**config.mk**
```make
export PLATFORM = sky130hd
export DESIGN_NAME = tpw_timer
export DESIGN_NICKNAME = d
export VERILOG_FILES = /design/src/hdl/tpw_pkg.sv /design/src/hdl/tpw_timer.sv /design/src/hdl/tpw_prescaler.sv
export SDC_FILE = /design/constraint.sdc
export NUM_CORES = 1
export LEC_CHECK = 0
export BUFFER_PORTS_ARGS = -buffer_cell sky130_fd_sc_hd__buf_4
export CAP_MARGIN = 20
export CORE_ASPECT_RATIO = 0.75
export CORE_UTILIZATION = 55
export DETAILED_ROUTE_END_ITERATION = 6
export MAX_ROUTING_LAYER = met4
export PLACE_DENSITY = 0.75
export SLEW_MARGIN = 20
export SYNTH_ARGS = -nofsm -noshare
export SYNTH_HDL_FRONTEND = slang
export SYNTH_SLANG_ARGS = --single-unit
```
**constraint.sdc**
```tcl
create_clock -name ref_clk -period 3.7 [get_ports ref_clk]
set_input_delay 0 -clock ref_clk [delete_from_list [all_inputs] [get_ports ref_clk]]
set_output_delay 0 -clock ref_clk [all_outputs]
set_load 0.01 [all_outputs]
```
**src/hdl/tpw_pkg.sv**
```systemverilog
// Package: register map, modes and constants of the 16-bit PWM timer
package tpw_pkg;

    // ------------------------------------------------------------------
    // Register byte offsets
    // ------------------------------------------------------------------
    localparam logic [4:0] OFS_CTRL   = 5'h00;
    localparam logic [4:0] OFS_COUNT  = 5'h04;
    localparam logic [4:0] OFS_CMPA   = 5'h08;
    localparam logic [4:0] OFS_CMPB   = 5'h0c;
    localparam logic [4:0] OFS_CAPTOP = 5'h10;
    localparam logic [4:0] OFS_FLAGS  = 5'h14;
    localparam logic [4:0] OFS_PINCTL = 5'h18;

    // ------------------------------------------------------------------
    // Field positions and reset values
    // ------------------------------------------------------------------
    localparam int FLG_OVF      = 0;
    localparam int FLG_CMPA     = 1;
    localparam int FLG_CAP      = 3;
    localparam int PIN_DATA_LSB = 2;
    localparam logic [10:0] CTRL_RST  = 11'h000;
    localparam logic [15:0] VAL16_RST = 16'h0000;

    // ------------------------------------------------------------------
    // Waveform selections and fixed TOP values
    // ------------------------------------------------------------------
    localparam logic [3:0] WS_PC8    = 4'h1;
    localparam logic [3:0] WS_PC9    = 4'h2;
    localparam logic [3:0] WS_PC10   = 4'h3;
    localparam logic [3:0] WS_FP8    = 4'h5;
    localparam logic [3:0] WS_FP9    = 4'h6;
    localparam logic [3:0] WS_FP10   = 4'h7;
    localparam logic [3:0] WS_PC_CAP = 4'ha;
    localparam logic [3:0] WS_PC_A   = 4'hb;
    localparam logic [3:0] WS_FP_CAP = 4'he;
    localparam logic [3:0] WS_FP_A   = 4'hf;
    localparam logic [15:0] TOP_8    = 16'h00ff;
    localparam logic [15:0] TOP_9    = 16'h01ff;
    localparam logic [15:0] TOP_10   = 16'h03ff;
    localparam logic [15:0] TOP_MAX  = 16'hffff;

    // ------------------------------------------------------------------
    // Output actions, clock selects, prescale counts
    // ------------------------------------------------------------------
    localparam logic [1:0] ACT_OFF    = 2'h0;
    localparam logic [1:0] ACT_TOGGLE = 2'h1;
    typedef logic [2:0] tpw_cs_t;
    localparam tpw_cs_t CS_DIV1    = 3'h1;
    localparam tpw_cs_t CS_DIV8    = 3'h2;
    localparam tpw_cs_t CS_DIV64   = 3'h3;
    localparam tpw_cs_t CS_DIV256  = 3'h4;
    localparam tpw_cs_t CS_DIV1024 = 3'h5;
    localparam logic [9:0] DIV_8    = 10'h007;
    localparam logic [9:0] DIV_64   = 10'h03f;
    localparam logic [9:0] DIV_256  = 10'h0ff;
    localparam logic [9:0] DIV_1024 = 10'h3ff;

    // ------------------------------------------------------------------
    // Types
    // ------------------------------------------------------------------
    typedef enum logic [1:0] {
        DIR_UP   = 2'b01,
        DIR_DOWN = 2'b10
    } tpw_dir_t;

    typedef struct packed {
        tpw_cs_t    clk_sel;
        logic [1:0] act_b;
        logic [1:0] act_a;
        logic [3:0] waveform_select;
    } tpw_ctrl_t;

    typedef struct packed {
        logic [1:0] oe;
        logic [1:0] out;
    } tpw_pin_t;

endpackage : tpw_pkg

```
**src/hdl/tpw_timer.sv**
```systemverilog
// 16-bit timer: fast and phase correct PWM with Avalon-MM registers
//
// How it works
// Output action 2 gives a non-inverted, 3 an inverted fast PWM.
// Compare output drives a pin only when its direction bit is set.
// Fast PWM: compare match moves output one way, TOP wrap the other.
// Timer tick every 1, 8, 64, 256 or 1024 clocks sets period.
// Fast PWM compare of zero yields a one-tick spike each period.
// Fast PWM compare equal TOP gives a constant level by polarity.
// Channel A action 1 toggles on match only in selections 11 and 15.
// Toggle mode keeps compare A buffered; zero toggles every tick.
// Selections 1,2,3,10,11 count up to TOP then down to zero.
// Phase correct TOP is 0xff, 0x1ff, 0x3ff, capture or compare A.
// Count sits at TOP for one tick, then counts down.
// Phase correct: up-match clears, down-match sets; inverted opposite.
// Register-defined TOP from 0x0003 up to 0xffff is supported.
// A channel flag sets whenever count equals its active compare.
// Phase correct overflow flag sets when count reaches zero.
// Phase correct loads buffered compares at TOP with A/capture flag.
// Fixed TOP masks compare writes above the resolution.
// Software keeps new TOP at or above every compare value.
// Phase correct period runs TOP to TOP; TOP change skews slopes.
// Software prefers the frequency correct mode for changing TOP.
// Phase correct compare zero holds low, TOP holds high, non-inverted.
// Selection 11 with channel A action 1 toggles at 50% duty.
// Fast PWM counts up to 0xff/0x1ff/0x3ff, capture or A, restarts.
// Fast PWM sets overflow at TOP while loading buffered compares.
// Counting, matching and output change only on timer ticks.
`timescale 1ns/1ps
`default_nettype none
module tpw_timer (
    input  wire logic        ref_clk,
    input  wire logic        rst,
    input  wire logic [4:0]  avs_address,
    input  wire logic        avs_read,
    input  wire logic        avs_write,
    input  wire logic [31:0] avs_writedata,
    input  wire logic [3:0]  avs_byteenable,
    output logic [31:0]      avs_readdata,
    output logic             avs_waitrequest,
    output tpw_pkg::tpw_pin_t pin_drive
);
    import tpw_pkg::*;

    // ------------------------------------------------------------------
    // State
    // ------------------------------------------------------------------
    tpw_ctrl_t   ctrl;
    tpw_dir_t    dir;
    tpw_dir_t    next_dir;
    logic [15:0] count_value;
    logic [15:0] next_count;
    logic [15:0] capture_top_reg;
    logic [15:0] cmp_buf [2];
    logic [15:0] cmp_act [2];
    logic [1:0]  act     [2];
    logic [3:0]  flags;
    logic [3:0]  flag_set;
    logic [3:0]  flag_clr;
    logic [1:0]  pin_direction_bit;
    logic [1:0]  port_data;
    logic        compare_output [2];
    logic [1:0]  match;
    logic [1:0]  toggle_ok;
    logic        tick;
    logic        ack;
    logic        wr_go;
    logic [31:0] wval;
    logic [31:0] rdat;

    // ------------------------------------------------------------------
    // Mode decode
    // ------------------------------------------------------------------
    logic [3:0]  ws;
    logic        is_fast;
    logic        is_pc;
    logic        is_pwm;
    logic        top_by_a;
    logic        top_by_cap;
    logic        fixed_top;
    logic [15:0] top_val;
    logic [15:0] wmask;
    logic        at_top;
    logic        at_bottom;
    logic        rising;

    assign ws = ctrl.waveform_select;
    assign is_fast = ws == WS_FP8 || ws == WS_FP9 || ws == WS_FP10 ||
                     ws == WS_FP_CAP || ws == WS_FP_A;
    assign is_pc = ws == WS_PC8 || ws == WS_PC9 || ws == WS_PC10 ||
                   ws == WS_PC_CAP || ws == WS_PC_A;
    assign is_pwm = is_fast | is_pc;
    assign top_by_a = ws == WS_FP_A || ws == WS_PC_A;
    assign top_by_cap = ws == WS_FP_CAP || ws == WS_PC_CAP;
    assign fixed_top = is_pwm && !top_by_a && !top_by_cap;

    // TOP selection, register TOP may be any value 3..0xffff
    always_comb begin
        case (ws)
            WS_PC8, WS_FP8:       top_val = TOP_8;
            WS_PC9, WS_FP9:       top_val = TOP_9;
            WS_PC10, WS_FP10:     top_val = TOP_10;
            WS_PC_CAP, WS_FP_CAP: top_val = capture_top_reg;
            WS_PC_A, WS_FP_A:     top_val = cmp_act[0];
            default:              top_val = TOP_MAX;
        endcase
    end

    assign wmask = fixed_top ? top_val : TOP_MAX;
    assign at_top = count_value == top_val;
    assign at_bottom = count_value == VAL16_RST;
    // Bottom counts as up-slope, TOP as down-slope
    assign rising = (dir == DIR_UP && !at_top) || at_bottom;

    // ------------------------------------------------------------------
    // Timer-clock enable
    // ------------------------------------------------------------------
    tpw_prescaler u_presc (
        .ref_clk (ref_clk),
        .rst     (rst),
        .clk_sel (ctrl.clk_sel),
        .tick    (tick)
    );

    // ------------------------------------------------------------------
    // Avalon-MM slave, one wait state per access
    // ------------------------------------------------------------------
    assign avs_waitrequest = (avs_read | avs_write) & ~ack;
    assign wr_go = avs_write & ack;

    // Acknowledge one cycle after the request appears
    always_ff @(posedge ref_clk or posedge rst) begin
        if (rst) begin
            ack <= 1'b0;
        end else begin
            ack <= (avs_read | avs_write) & ~ack;
        end
    end

    // Byte-lane merge of write data over the current value
    function automatic logic [31:0] merge(input logic [31:0] old,
                                          input logic [31:0] nw,
                                          input logic [3:0]  be);
        logic [31:0] m;
        m = {{8{be[3]}}, {8{be[2]}}, {8{be[1]}}, {8{be[0]}}};
        return (old & ~m) | (nw & m);
    endfunction : merge

    // Read mux, unmapped offsets read zero
    always_comb begin
        case (avs_address)
            OFS_CTRL:   rdat = {21'h000000, ctrl};
            OFS_COUNT:  rdat = {16'h0000, count_value};
            OFS_CMPA:   rdat = {16'h0000, cmp_buf[0]};
            OFS_CMPB:   rdat = {16'h0000, cmp_buf[1]};
            OFS_CAPTOP: rdat = {16'h0000, capture_top_reg};
            OFS_FLAGS:  rdat = {28'h0000000, flags};
            OFS_PINCTL: rdat = {28'h0000000, port_data, pin_direction_bit};
            default:    rdat = 32'h00000000;
        endcase
    end

    assign wval = merge(rdat, avs_writedata, avs_byteenable);

    // Read data captured while waitrequest is still high
    always_ff @(posedge ref_clk or posedge rst) begin
        if (rst) begin
            avs_readdata <= 32'h00000000;
        end else if (avs_read && !ack) begin
            avs_readdata <= rdat;
        end
    end

    // ------------------------------------------------------------------
    // Software registers
    // ------------------------------------------------------------------
    // Control: waveform select, output actions, clock select
    always_ff @(posedge ref_clk or posedge rst) begin
        if (rst) begin
            ctrl <= tpw_ctrl_t'(CTRL_RST);
        end else if (wr_go && avs_address == OFS_CTRL) begin
            ctrl <= tpw_ctrl_t'(wval[10:0]);
        end
    end

    // Capture register as TOP, unbuffered
    always_ff @(posedge ref_clk or posedge rst) begin
        if (rst) begin
            capture_top_reg <= VAL16_RST;
        end else if (wr_go && avs_address == OFS_CAPTOP) begin
            capture_top_reg <= wval[15:0];
        end
    end

    // Pin direction and plain port data
    always_ff @(posedge ref_clk or posedge rst) begin
        if (rst) begin
            pin_direction_bit <= 2'h0;
            port_data         <= 2'h0;
        end else if (wr_go && avs_address == OFS_PINCTL) begin
            pin_direction_bit <= wval[1:0];
            port_data         <= wval[PIN_DATA_LSB +: 2];
        end
    end

    // ------------------------------------------------------------------
    // Counter and slope direction
    // ------------------------------------------------------------------
    always_comb begin
        next_count = count_value + 16'h0001;
        next_dir   = DIR_UP;
        if (is_pc) begin
            case (dir)
                DIR_UP: begin
                    next_dir = DIR_UP;
                    if (at_top) begin
                        next_count = count_value - 16'h0001;
                        next_dir   = DIR_DOWN;
                    end
                end
                DIR_DOWN: begin
                    next_dir   = DIR_DOWN;
                    next_count = count_value - 16'h0001;
                    if (at_bottom) begin
                        next_count = count_value + 16'h0001;
                        next_dir   = DIR_UP;
                    end
                end
                default: begin
                    next_dir = DIR_UP;
                end
            endcase
        end else if (is_fast && at_top) begin
            next_count = VAL16_RST;
        end
    end

    // Count steps on ticks only; a software write wins
    always_ff @(posedge ref_clk or posedge rst) begin
        if (rst) begin
            count_value <= VAL16_RST;
        end else if (wr_go && avs_address == OFS_COUNT) begin
            count_value <= wval[15:0];
        end else if (tick) begin
            count_value <= next_count;
        end
    end

    // Slope state
    always_ff @(posedge ref_clk or posedge rst) begin
        if (rst) begin
            dir <= DIR_UP;
        end else if (tick) begin
            dir <= next_dir;
        end
    end

    // ------------------------------------------------------------------
    // Compare channels
    // ------------------------------------------------------------------
    assign act[0] = ctrl.act_a;
    assign act[1] = ctrl.act_b;

    for (genvar i = 0; i < 2; i++) begin : g_ch
        localparam logic [4:0] OFS = (i == 0) ? OFS_CMPA : OFS_CMPB;

        assign match[i] = count_value == cmp_act[i];
        assign toggle_ok[i] = (i == 0) && act[i] == ACT_TOGGLE &&
                              top_by_a;

        // Buffer written by software, masked under fixed TOP
        always_ff @(posedge ref_clk or posedge rst) begin
            if (rst) begin
                cmp_buf[i] <= VAL16_RST;
            end else if (wr_go && avs_address == OFS) begin
                cmp_buf[i] <= wval[15:0] & wmask;
            end
        end

        // Active compare: loaded at TOP in PWM, direct otherwise
        always_ff @(posedge ref_clk or posedge rst) begin
            if (rst) begin
                cmp_act[i] <= VAL16_RST;
            end else if (!is_pwm) begin
                cmp_act[i] <= cmp_buf[i];
            end else if (tick && at_top) begin
                cmp_act[i] <= cmp_buf[i];
            end
        end

        // Waveform register
        always_ff @(posedge ref_clk or posedge rst) begin
            if (rst) begin
                compare_output[i] <= 1'b0;
            end else if (tick) begin
                if (toggle_ok[i]) begin
                    if (match[i]) begin
                        compare_output[i] <= ~compare_output[i];
                    end
                end else if (is_fast && act[i][1]) begin
                    if (at_top) begin
                        compare_output[i] <= ~act[i][0];
                    end else if (match[i]) begin
                        compare_output[i] <= act[i][0];
                    end
                end else if (is_pc && act[i][1] && match[i]) begin
                    compare_output[i] <= rising ? act[i][0]
                                                : ~act[i][0];
                end
            end
        end

        // Pin mux: compare output or plain port data
        assign pin_drive.out[i] = (act[i][1] || toggle_ok[i]) ?
                                  compare_output[i] : port_data[i];
        assign pin_drive.oe[i] = pin_direction_bit[i];
    end

    // ------------------------------------------------------------------
    // Flags, write one to clear, set wins
    // ------------------------------------------------------------------
    always_comb begin
        flag_set = 4'h0;
        if (tick) begin
            flag_set[FLG_OVF] = (is_fast && at_top) ||
                                (is_pc && at_bottom &&
                                 dir == DIR_DOWN) ||
                                (!is_pwm && count_value == TOP_MAX);
            flag_set[FLG_CMPA +: 2] = match;
            flag_set[FLG_CAP] = top_by_cap && at_top;
        end
    end

    assign flag_clr = (wr_go && avs_address == OFS_FLAGS) ?
                      wval[3:0] : 4'h0;

    always_ff @(posedge ref_clk or posedge rst) begin
        if (rst) begin
            flags <= 4'h0;
        end else begin
            flags <= (flags & ~flag_clr) | flag_set;
        end
    end

    logic cnt_wr;
    assign cnt_wr = wr_go && avs_address == OFS_COUNT;
endmodule : tpw_timer
`default_nettype wire

```
**src/hdl/tpw_prescaler.sv**
```systemverilog
// Timer-clock enable divider: one-cycle tick every 1..1024 clocks
`timescale 1ns/1ps
`default_nettype none
module tpw_prescaler (
    input  wire logic             ref_clk,
    input  wire logic             rst,
    input  wire tpw_pkg::tpw_cs_t clk_sel,
    output logic                  tick
);
    import tpw_pkg::*;

    logic [9:0] cnt;
    logic [9:0] limit;
    logic       sel_ok;

    // Terminal count for the selected divider
    always_comb begin
        case (clk_sel)
            CS_DIV8:    limit = DIV_8;
            CS_DIV64:   limit = DIV_64;
            CS_DIV256:  limit = DIV_256;
            CS_DIV1024: limit = DIV_1024;
            default:    limit = 10'h000;
        endcase
    end

    assign sel_ok = (clk_sel >= CS_DIV1) && (clk_sel <= CS_DIV1024);

    // Free divider, restarts whenever stopped
    always_ff @(posedge ref_clk or posedge rst) begin
        if (rst) begin
            cnt <= 10'h000;
        end else if (!sel_ok || cnt >= limit) begin
            cnt <= 10'h000;
        end else begin
            cnt <= cnt + 10'h001;
        end
    end

    assign tick = sel_ok && (cnt >= limit);

endmodule : tpw_prescaler
`default_nettype wire

```
== Yosys cells after proc, flatten, opt, wreduce, memory -nomap -nowiden ==
Index checks and enable logic that the tools add are counted.

* Flip-flop bits (word level): 162
* Latch bits: 0
* RAM bits: 0
* ROM bits: 0
* Output and inout port bits: 37
* Logic and storage cells: 167
* Memories kept: 0

* Add/sub/neg operators: 3
* Multiply operators: 0
* Divide/modulo/power cells: 0
* $lt $le $gt $ge: 3
* Equality and inequality tests: 31
* Shift-type cells: 0
* Multiplexer cells: 36
* Bitwise operators: 16
* Reductions and logical operators: 59

{| class="wikitable"
|+ Operators with widths
! kind !! number
|-
| $mux 16 || 11
|-
| $pmux 16 s7 || 1
|-
| $pmux 16 s5 || 1
|-
| $and 16x16->16 || 3
|-
| $eq 16x16->1 || 3
|-
| $pmux 10 s4 || 1
|-
| $pmux 16 s2 || 1
|-
| $logic_and 1x1->1 || 26
|-
| $add 16x1->16 const B || 1
|-
| $eq 16x16->1 const B || 1
|-
| $eq 4x4->1 const B || 4
|-
| $logic_not 16->1 || 1
|-
| $not 16->16 || 1
|-
| $or 16x16->16 || 1
|-
| $sub 16x1->16 const B || 1
|-
| $eq 5x5->1 const B || 3
|-
| $logic_or 1x1->1 || 15
|-
| $mux 1 || 14
|-
| $eq 4x3->1 const B || 3
|-
| $add 10x1->10 const B || 1
|-
| $eq 5x4->1 const B || 2
|-
| $ge 10x10->1 || 1
|-
| $mux 10 || 1
|-
| $reduce_or 2->1 || 5
|-
| other kinds (27) || 46
|}

== Depth between registers and ports, before layout ==
Gate-level depths: netlist (run 1).

* Word-level depth: 11
* Mapped depth: 13

== Modules after synthesis ==
From an unflattened synthesis (run 1), not the netlist that was laid out.

* Cells, all modules: 984
* Area, all modules: 9091.2 µm²

{| class="wikitable"
|+ Modules (own cells, without submodules)
! module !! instances !! cells each !! area each (µm²)
|-
| tpw_timer || 1 || 898 || 8209.1
|-
| tpw_prescaler || 1 || 86 || 882.1
|}

== Least setup slack after synthesis (run 1) ==
Ideal clock, no wire load.

* Kind: reg2reg
* From: reg count_value[1]
* To: reg count_value[15]
* Setup time: 0.087 ns
* Data arrival time: 2.958 ns
* Required time: 3.613 ns
* Setup slack: 0.655 ns
* Cell stages (with the launch flop): 13
* Cell sequence: dfrtp_1 > clkbuf_1 > inv_1 > ha_1 > or3b_2 > nor3b_1 > a31o_2 > nand2_1 > and4_1 > clkbuf_1 > a2111o_1 > a31o_2 > a22oi_1

* Cells in the longest elaborated chain, start to end: 6

{| class="wikitable"
|+ Ends and longest elaborated chain
! what !! RTL line !! text
|-
| start, declared || tpw_timer.sv:51 || <nowiki>logic [15:0] count_value;</nowiki>
|-
| start signal, assigned || tpw_timer.sv:243 || <nowiki>count_value <= wval[15:0];</nowiki>
|-
| start signal, assigned || tpw_timer.sv:245 || <nowiki>count_value <= next_count;</nowiki>
|-
| $sub 16x1->16 (tied with other cells) || tpw_timer.sv:217, tpw_timer.sv:223 ||
|-
| $mux 16 (tied with other cells) || tpw_timer.sv:224 || <nowiki>if (at_bottom) begin</nowiki>
|-
| $pmux 16 s2 or $mux 16 (tied branches) || tpw_timer.sv:213, tpw_timer.sv:233 ||
|-
| $mux 16 * || tpw_timer.sv:212 || <nowiki>if (is_pc) begin</nowiki>
|-
| $mux 16 * || tpw_timer.sv:244 || <nowiki>end else if (tick) begin</nowiki>
|-
| $mux 16 * || tpw_timer.sv:242 || <nowiki>end else if (wr_go && avs_address == OFS_COUNT) begin</nowiki>
|}

Mark *: on every way between the ends. The rest lies on a longest branch, timed or not. The select of a mux whose other input is x is not followed.
A chain may end at the register's enable or synchronous reset.

== Worst setup path after layout (run 1) ==
* From: reg count_value[1]
* To: reg count_value[13]

Same word-level chain as after synthesis.

==> flow_metrics.env, run 1 <==
export IMPL_status="complete, no violations"
export IMPL_p_seq_frac=0.396
export IMPL_cp_buffers_inverters=1
export IMPL_synth_edff_count=0
export IMPL_arrival_ns=3.87
export IMPL_endpoint_kind="flip-flop"
export IMPL_path_depth=10
export IMPL_critical_path_cell_chain="inv_1 > ha_1 > or3b_2 > nor3b_2 > a31o_2 > nand2_1 > and4_1 > nor2_1 > o211ai_1 > o32ai_1"
export IMPL_syn_instance_count=990
export IMPL_core_mm2=0.0161
export IMPL_max_slew_worst_pin_slew_ns=1.02
export IMPL_clockPowerShare=0.345
export IMPL_ant_nets=0
export IMPL_detail_route_first_pass_iterations=6
export IMPL_yosysSeqAreaShare=0.402
export IMPL_skew_ns=0.0127
export IMPL_grt_max_degree=147
export IMPL_slowest_delay_ns=0.56
export IMPL_pwr_share_comb=0.260
export IMPL_crit_family="simple AND/OR/NAND/NOR gates"
export IMPL_final_cell_mix="dfrtp_1 (145), nand2_1 (113), o21ai_0 (102)"
export IMPL_start_util=0.566
export IMPL_maxSlewHeadroom=0.315
export IMPL_path_max_fanout=12
export IMPL_async_flop_share=1.00
export IMPL_cts_buffers_inserted=17
export IMPL_syn2layout_area_growth_pct=13.7
export IMPL_antenna_found_initial=0
export IMPL_rows=40
export IMPL_ys_ff_latch=146
export IMPL_cp_start_kind="flip-flop"
export IMPL_cts_reportedPaths_clkPinSlew_ns=0.07
export IMPL_die_h_um=113
export IMPL_use_met3=0.0762
export IMPL_wl_um=28000
export IMPL_grt_overflow=0
export IMPL_met2_usage=0.495
export IMPL_hold_path_class="in -> reg"
export IMPL_cts_buffer_depth=2
export IMPL_drtIter0Drc=914
export IMPL_fmax_mhz=282
export IMPL_wl_per_cell_um=22.4
export IMPL_min_period_ns=3.55
export IMPL_clock_latency_ns=0.44
export IMPL_yosysWarningCount=0
export IMPL_swShare=0.353
export IMPL_dpl_cell_count=1212
export IMPL_finalMaxSlewViolations=0
export IMPL_cts_root_buf="clkbuf_16"
export IMPL_final_layout_size_suffix_gt1_frac=0.203
export IMPL_synth_area_per_cell_um2=9.18
export IMPL_num_io_pins=82
export IMPL_cts_sinks=146
export IMPL_cts_tree="done"
export IMPL_fillers=1339
export IMPL_synth_area_mm2=0.00909
export IMPL_critPathKind="reg -> reg"
export IMPL_viasPerCell=6.57
export IMPL_gp_congestion=0.968
export IMPL_ir_drop_mv=0.336
export IMPL_dp_hpwl_um=19500
export IMPL_ys_flop_type="dfrtp_1"
export IMPL_vias=8211
export IMPL_fin_tns_setup_ns=0
export IMPL_top_regs="cmp_act (32), cmp_buf (32)"
export IMPL_finalSetupViolations=0
export IMPL_fin_cells=1249
export IMPL_grt_total_usage=0.358
export IMPL_final_nets=1086
export IMPL_finalCritPeriodShare=0.958
export IMPL_htreeDepth=4
export IMPL_grt_setup_unrepaired="no"
export IMPL_grt_pass1_wl_um=44500
export IMPL_portBuffers=47
export IMPL_yosys_cell_types_count=69
export IMPL_max_cap_violations=0
export IMPL_p_int_mw=3.27
export IMPL_final_common_cell="dfrtp_1"
export IMPL_worst_path_max_delay_cell="dfrtp_1"
export IMPL_top_usage_layer="met1"
export IMPL_worstHoldPathCells=3
export IMPL_use_met1=0.517
export IMPL_dieArea_mm2=0.0170
export IMPL_grt_pass1_vias=7806
export IMPL_die_x_um=150
export IMPL_diodes=0
export IMPL_reg2reg_depth=10
export IMPL_drc=0
export IMPL_cellLeakagePower_nw=4.64
export IMPL_powerDensity_mw_per_mm2=489
export IMPL_finalHoldViolations=0
export IMPL_p_switching_mw=1.79
export IMPL_required_ns=4.02
==> synth_stat cells, types with 11 or more instances <==
cell type | instances | area (um^2)
xor2_1 | 44 | 385
clkbuf_1 | 52 | 195
nand2b_1 | 11 | 68.8
nor3_1 | 23 | 115
inv_1 | 25 | 93.8
dfrtp_1 | 145 | 3630
a21oi_1 | 19 | 95.1
a21boi_0 | 11 | 82.6
nand2_1 | 114 | 428
a22oi_1 | 23 | 173
mux2i_1 | 25 | 250
mux2_2 | 70 | 788
ha_1 | 15 | 188
nor2_1 | 54 | 203
buf_4 | 18 | 135
o21ai_0 | 102 | 510
nand3_1 | 24 | 120
nor4_1 | 22 | 138
==> path summary, 6_finish.rpt <==
path | slack [ns] | startpoint | endpoint
worst max-delay path | 0.15 | count_value[1] | count_value[13]
worst min-delay path | 0.01 | avs_writedata[15] | capture_top_reg[15]
worst max register to register | 0.15 | count_value[1] | count_value[13]
worst min register to register | 0.48 | compare_output[0] | compare_output[0]
max in group asynchronous | 2.76 | rst | count_value[12]
min in group asynchronous | 0.34 | rst | avs_readdata[5]
==> cell type report <==
type | instances | area (um^2) | area share
inverter | 25 | 97.6 | 0.00945
tap | 210 | 263 | 0.0254
clock inverter | 15 | 165 | 0.0160
multi-input combinational | 748 | 5020 | 0.486
clock buffer | 17 | 425 | 0.0412
timing repair buffer | 88 | 703 | 0.0681
sequential | 146 | 3650 | 0.354
==> cells by family (layout without fill, tap and decap cells) <==
group / after synthesis / in the layout / synth area share
flip-flops: 146 / 146 / 0.402
AO/OA/AOI/OAI: 269 / 269 / 0.197
XOR/XNOR: 52 / 52 / 0.0501
multiplexers: 96 / 96 / 0.117
AND/OR/NAND/NOR: 300 / 300 / 0.159
adder cells (fa/ha/maj): 15 / 15 / 0.0207
buffers and inverters: 111 / 145 / 0.0541
other: 1 / 16 / 0.000413
==> layer usage <==
metal / up-vias / part of all wire
met5: - / 0
met4: 0 / 0.028
met2: 533 / 0.43
met1: 3939 / 0.44
met3: 66 / 0.11
li1: 3673 / -
==> power by group through the flow <==
stage	sequential [mW]	combinational [mW]	clock, mW
2_1_floorplan	1.89	0.966	0
3_3_place_gp	2.01	1.23	0
3_5_place_dp	2.02	1.25	0
4_1_cts	1.99	1.27	1.75
5_1_grt	2.02	1.44	1.82
6_report	2.00	1.31	1.74
==> what timing repair did <==
action | 4_1_cts | 5_1_grt
hold buffers | 4 | 0
endpoints found under the setup margin | 0 | 14
resized for setup | 0 | 1
buffers inserted | 0 | 0
hold endpoints to repair | 147 | 0
==> tightest hold or removal path: stages <==
cell and delay [ns]:
buf_4 0.07, mux2i_1 0.13, o21ai_0 0.19
==> stage by stage <==
stage | total power [mW] | setup slack, ns | cell area [um^2] | util | hold WS [ns]
floorplan | 2.86 | 0.655 | 9150 | - | 0.141
global placement | 3.24 | 0.0753 | 9670 | 0.602 | 0.284
detailed placement | 3.27 | 0.0589 | 9670 | 0.602 | 0.283
CTS | 5.02 | 0.0258 | 10300 | 0.641 | 0.0128
global route | 5.28 | 0.0638 | 10300 | 0.643 | 0.0289
finish | 5.05 | 0.155 | 10300 | 0.643 | 0.0142
No activity file was read; power rests on OpenSTA's default activity.
==> run 2: changes to the inputs <==
- CELL_PAD_IN_SITES_DETAIL_PLACEMENT: unset -> 0
- CELL_PAD_IN_SITES_GLOBAL_PLACEMENT: unset -> 1
- CORE_UTILIZATION: 55 -> 42
- PLACE_DENSITY: 0.75 -> 0.74
==> flow_metrics.env, run 2 (same netlist as run 1, synthesis figures left out) <==
export IMPL_ff2ff_setup_slack_ns=0.32
export IMPL_core_mm2=0.0212
export IMPL_p_switching_mw=1.73
export IMPL_pwr_share_comb=0.268
export IMPL_worst_path_max_delay_cell="nor4_1"
export IMPL_finalCritPeriodShare=0.914
export IMPL_cp_start_kind="flip-flop"
export IMPL_drtIter0Drc=658
export IMPL_die_x_um=172
export IMPL_grt_max_degree=84
export IMPL_viasPerCell=5.92
export IMPL_cts_sinks=146
export IMPL_post_cts_buffers=0
export IMPL_critPathKind="reg -> reg"
export IMPL_fillers=2055
export IMPL_final_common_cell="dfrtp_1"
export IMPL_wl_per_cell_um=21.9
export IMPL_finalHoldViolations=0
export IMPL_path_max_fanout=26
export IMPL_start_util=0.429
export IMPL_rows=46
export IMPL_cts_tree="done"
export IMPL_wl_um=29100
export IMPL_cts_root_buf="clkbuf_16"
export IMPL_arrival_ns=3.74
export IMPL_cts_reportedPaths_clkPinSlew_ns=0.07
export IMPL_status="complete, no violations"
export IMPL_grt_pass1_vias=7645
export IMPL_grt_total_usage=0.286
export IMPL_finalMaxSlewViolations=0
export IMPL_antenna_found_initial=0
export IMPL_final_nets=1092
export IMPL_endpoint_kind="flip-flop"
export IMPL_grt_setup_unrepaired="no"
export IMPL_max_slew_worst_pin_slew_ns=1.03
export IMPL_die_h_um=129
export IMPL_dp_hpwl_um=21000
export IMPL_syn2layout_area_growth_pct=14.5
export IMPL_grt_pass1_wl_um=45700
export IMPL_gp_congestion=0.927
export IMPL_vias=7874
export IMPL_required_ns=4.06
export IMPL_htreeDepth=4
export IMPL_slowest_delay_ns=0.52
export IMPL_finalSetupViolations=0
export IMPL_diodes=0
export IMPL_max_cap_violations=0
export IMPL_skew_ns=0.0151
export IMPL_min_period_ns=3.38
export IMPL_final_cell_mix="dfrtp_1 (145), nand2_1 (113), o21ai_0 (102)"
export IMPL_num_io_pins=82
export IMPL_top_regs="cmp_act (32), cmp_buf (32)"
export IMPL_critical_path_cell_chain="buf_4 > nor2b_1 > o221a_2 > o22ai_1 > nor4_1 > and4_1 > o21ai_1 > buf_4 > o221a_2 > o21ai_0"
export IMPL_clockPowerShare=0.332
export IMPL_clock_latency_ns=0.44
export IMPL_cts_buffers_inserted=17
export IMPL_ant_nets=0
export IMPL_cellLeakagePower_nw=4.64
export IMPL_portBuffers=47
export IMPL_fin_tns_setup_ns=0
export IMPL_cts_buffer_depth=2
export IMPL_grt_overflow=0
export IMPL_swShare=0.349
export IMPL_p_int_mw=3.22
export IMPL_detail_route_first_pass_iterations=7
export IMPL_powerDensity_mw_per_mm2=476
export IMPL_p_seq_frac=0.400
export IMPL_maxSlewHeadroom=0.310
export IMPL_dieArea_mm2=0.0222
export IMPL_hold_path_class="in -> reg"
export IMPL_fmax_mhz=296
export IMPL_p_total_mw=4.95
export IMPL_ir_drop_mv=0.307
export IMPL_drc=0
export IMPL_final_layout_size_suffix_gt1_frac=0.208
-- run 2: repair_timing --
item / 4_1_cts / 5_1_grt
hold endpoints to repair: 28 / 0
setup endpoints to repair: 0 / 1
hold buffers: 3 / 0
resized for setup: 0 / 1
-- run 2: final cells by class --
class,count,area (um^2),area share
well taps,288,360,0.0346
multi-input cells,748,5020,0.483
clock buffers,17,425,0.0409
flip-flops and latches,146,3650,0.351
repair buffers,94,723,0.0695
clock inverters,13,115,0.0111
inverters,25,97.6,0.00938
-- run 2: power by group through the flow --
| stage | Clock (mW) | Combinational [mW] | Sequential, mW |
|---|---|---|---|
| final | 1.64 | 1.33 | 1.98 |
| after global placement | 0 | 1.28 | 2.00 |
| after floorplan | 0 | 0.966 | 1.89 |
| after detailed placement | 0 | 1.30 | 2.00 |
| after CTS | 1.66 | 1.31 | 1.97 |
| after global routing | 1.73 | 1.46 | 2.00 |
-- run 2: stage by stage --
step	util	std cells	hold slack [ns]	instance area, um^2	setup WS, ns
final	0.491	1331	0.0121	10400	0.319
after global routing	0.491	1331	0.0270	10400	0.0353
after CTS	0.491	1331	0.00215	10400	0.245
after detailed placement	0.464	1298	0.146	9830	0.276
after global placement	0.464	1297	0.146	9820	0.293
after floorplan	-	1005	0.141	9150	0.655
-- run 2: critical path: cells and delay by family, from the launching register on --
kind,cells,cell delay (ns)
AND/OR/NAND/NOR,3,1.34
buffers and inverters,2,0.55
flip-flops,1,0.51
AO/OA/AOI/OAI,5,0.89
-- run 2: final timing paths --
kind	start	depth (start not counted)	to
setup reg to reg	ws[0]	10	count_value[8]
min in group asynchronous	rst	3	avs_readdata[5]
max in group asynchronous	rst	4	ws[2]
setup / recovery	ws[0]	10	count_value[8]
hold reg to reg	ack	1	ack
hold / removal	avs_writedata[8]	3	capture_top_reg[8]
-- run 2: metal layers --
layer | GRT usage | part of all wire | vias up
li1 | - | - | 3679
met1 | 0.407 | 0.48 | 3832
met2 | 0.404 | 0.42 | 325
met3 | 0.0654 | 0.081 | 38
met4 | 0.0812 | 0.018 | 0
met5 | - | 0 | -
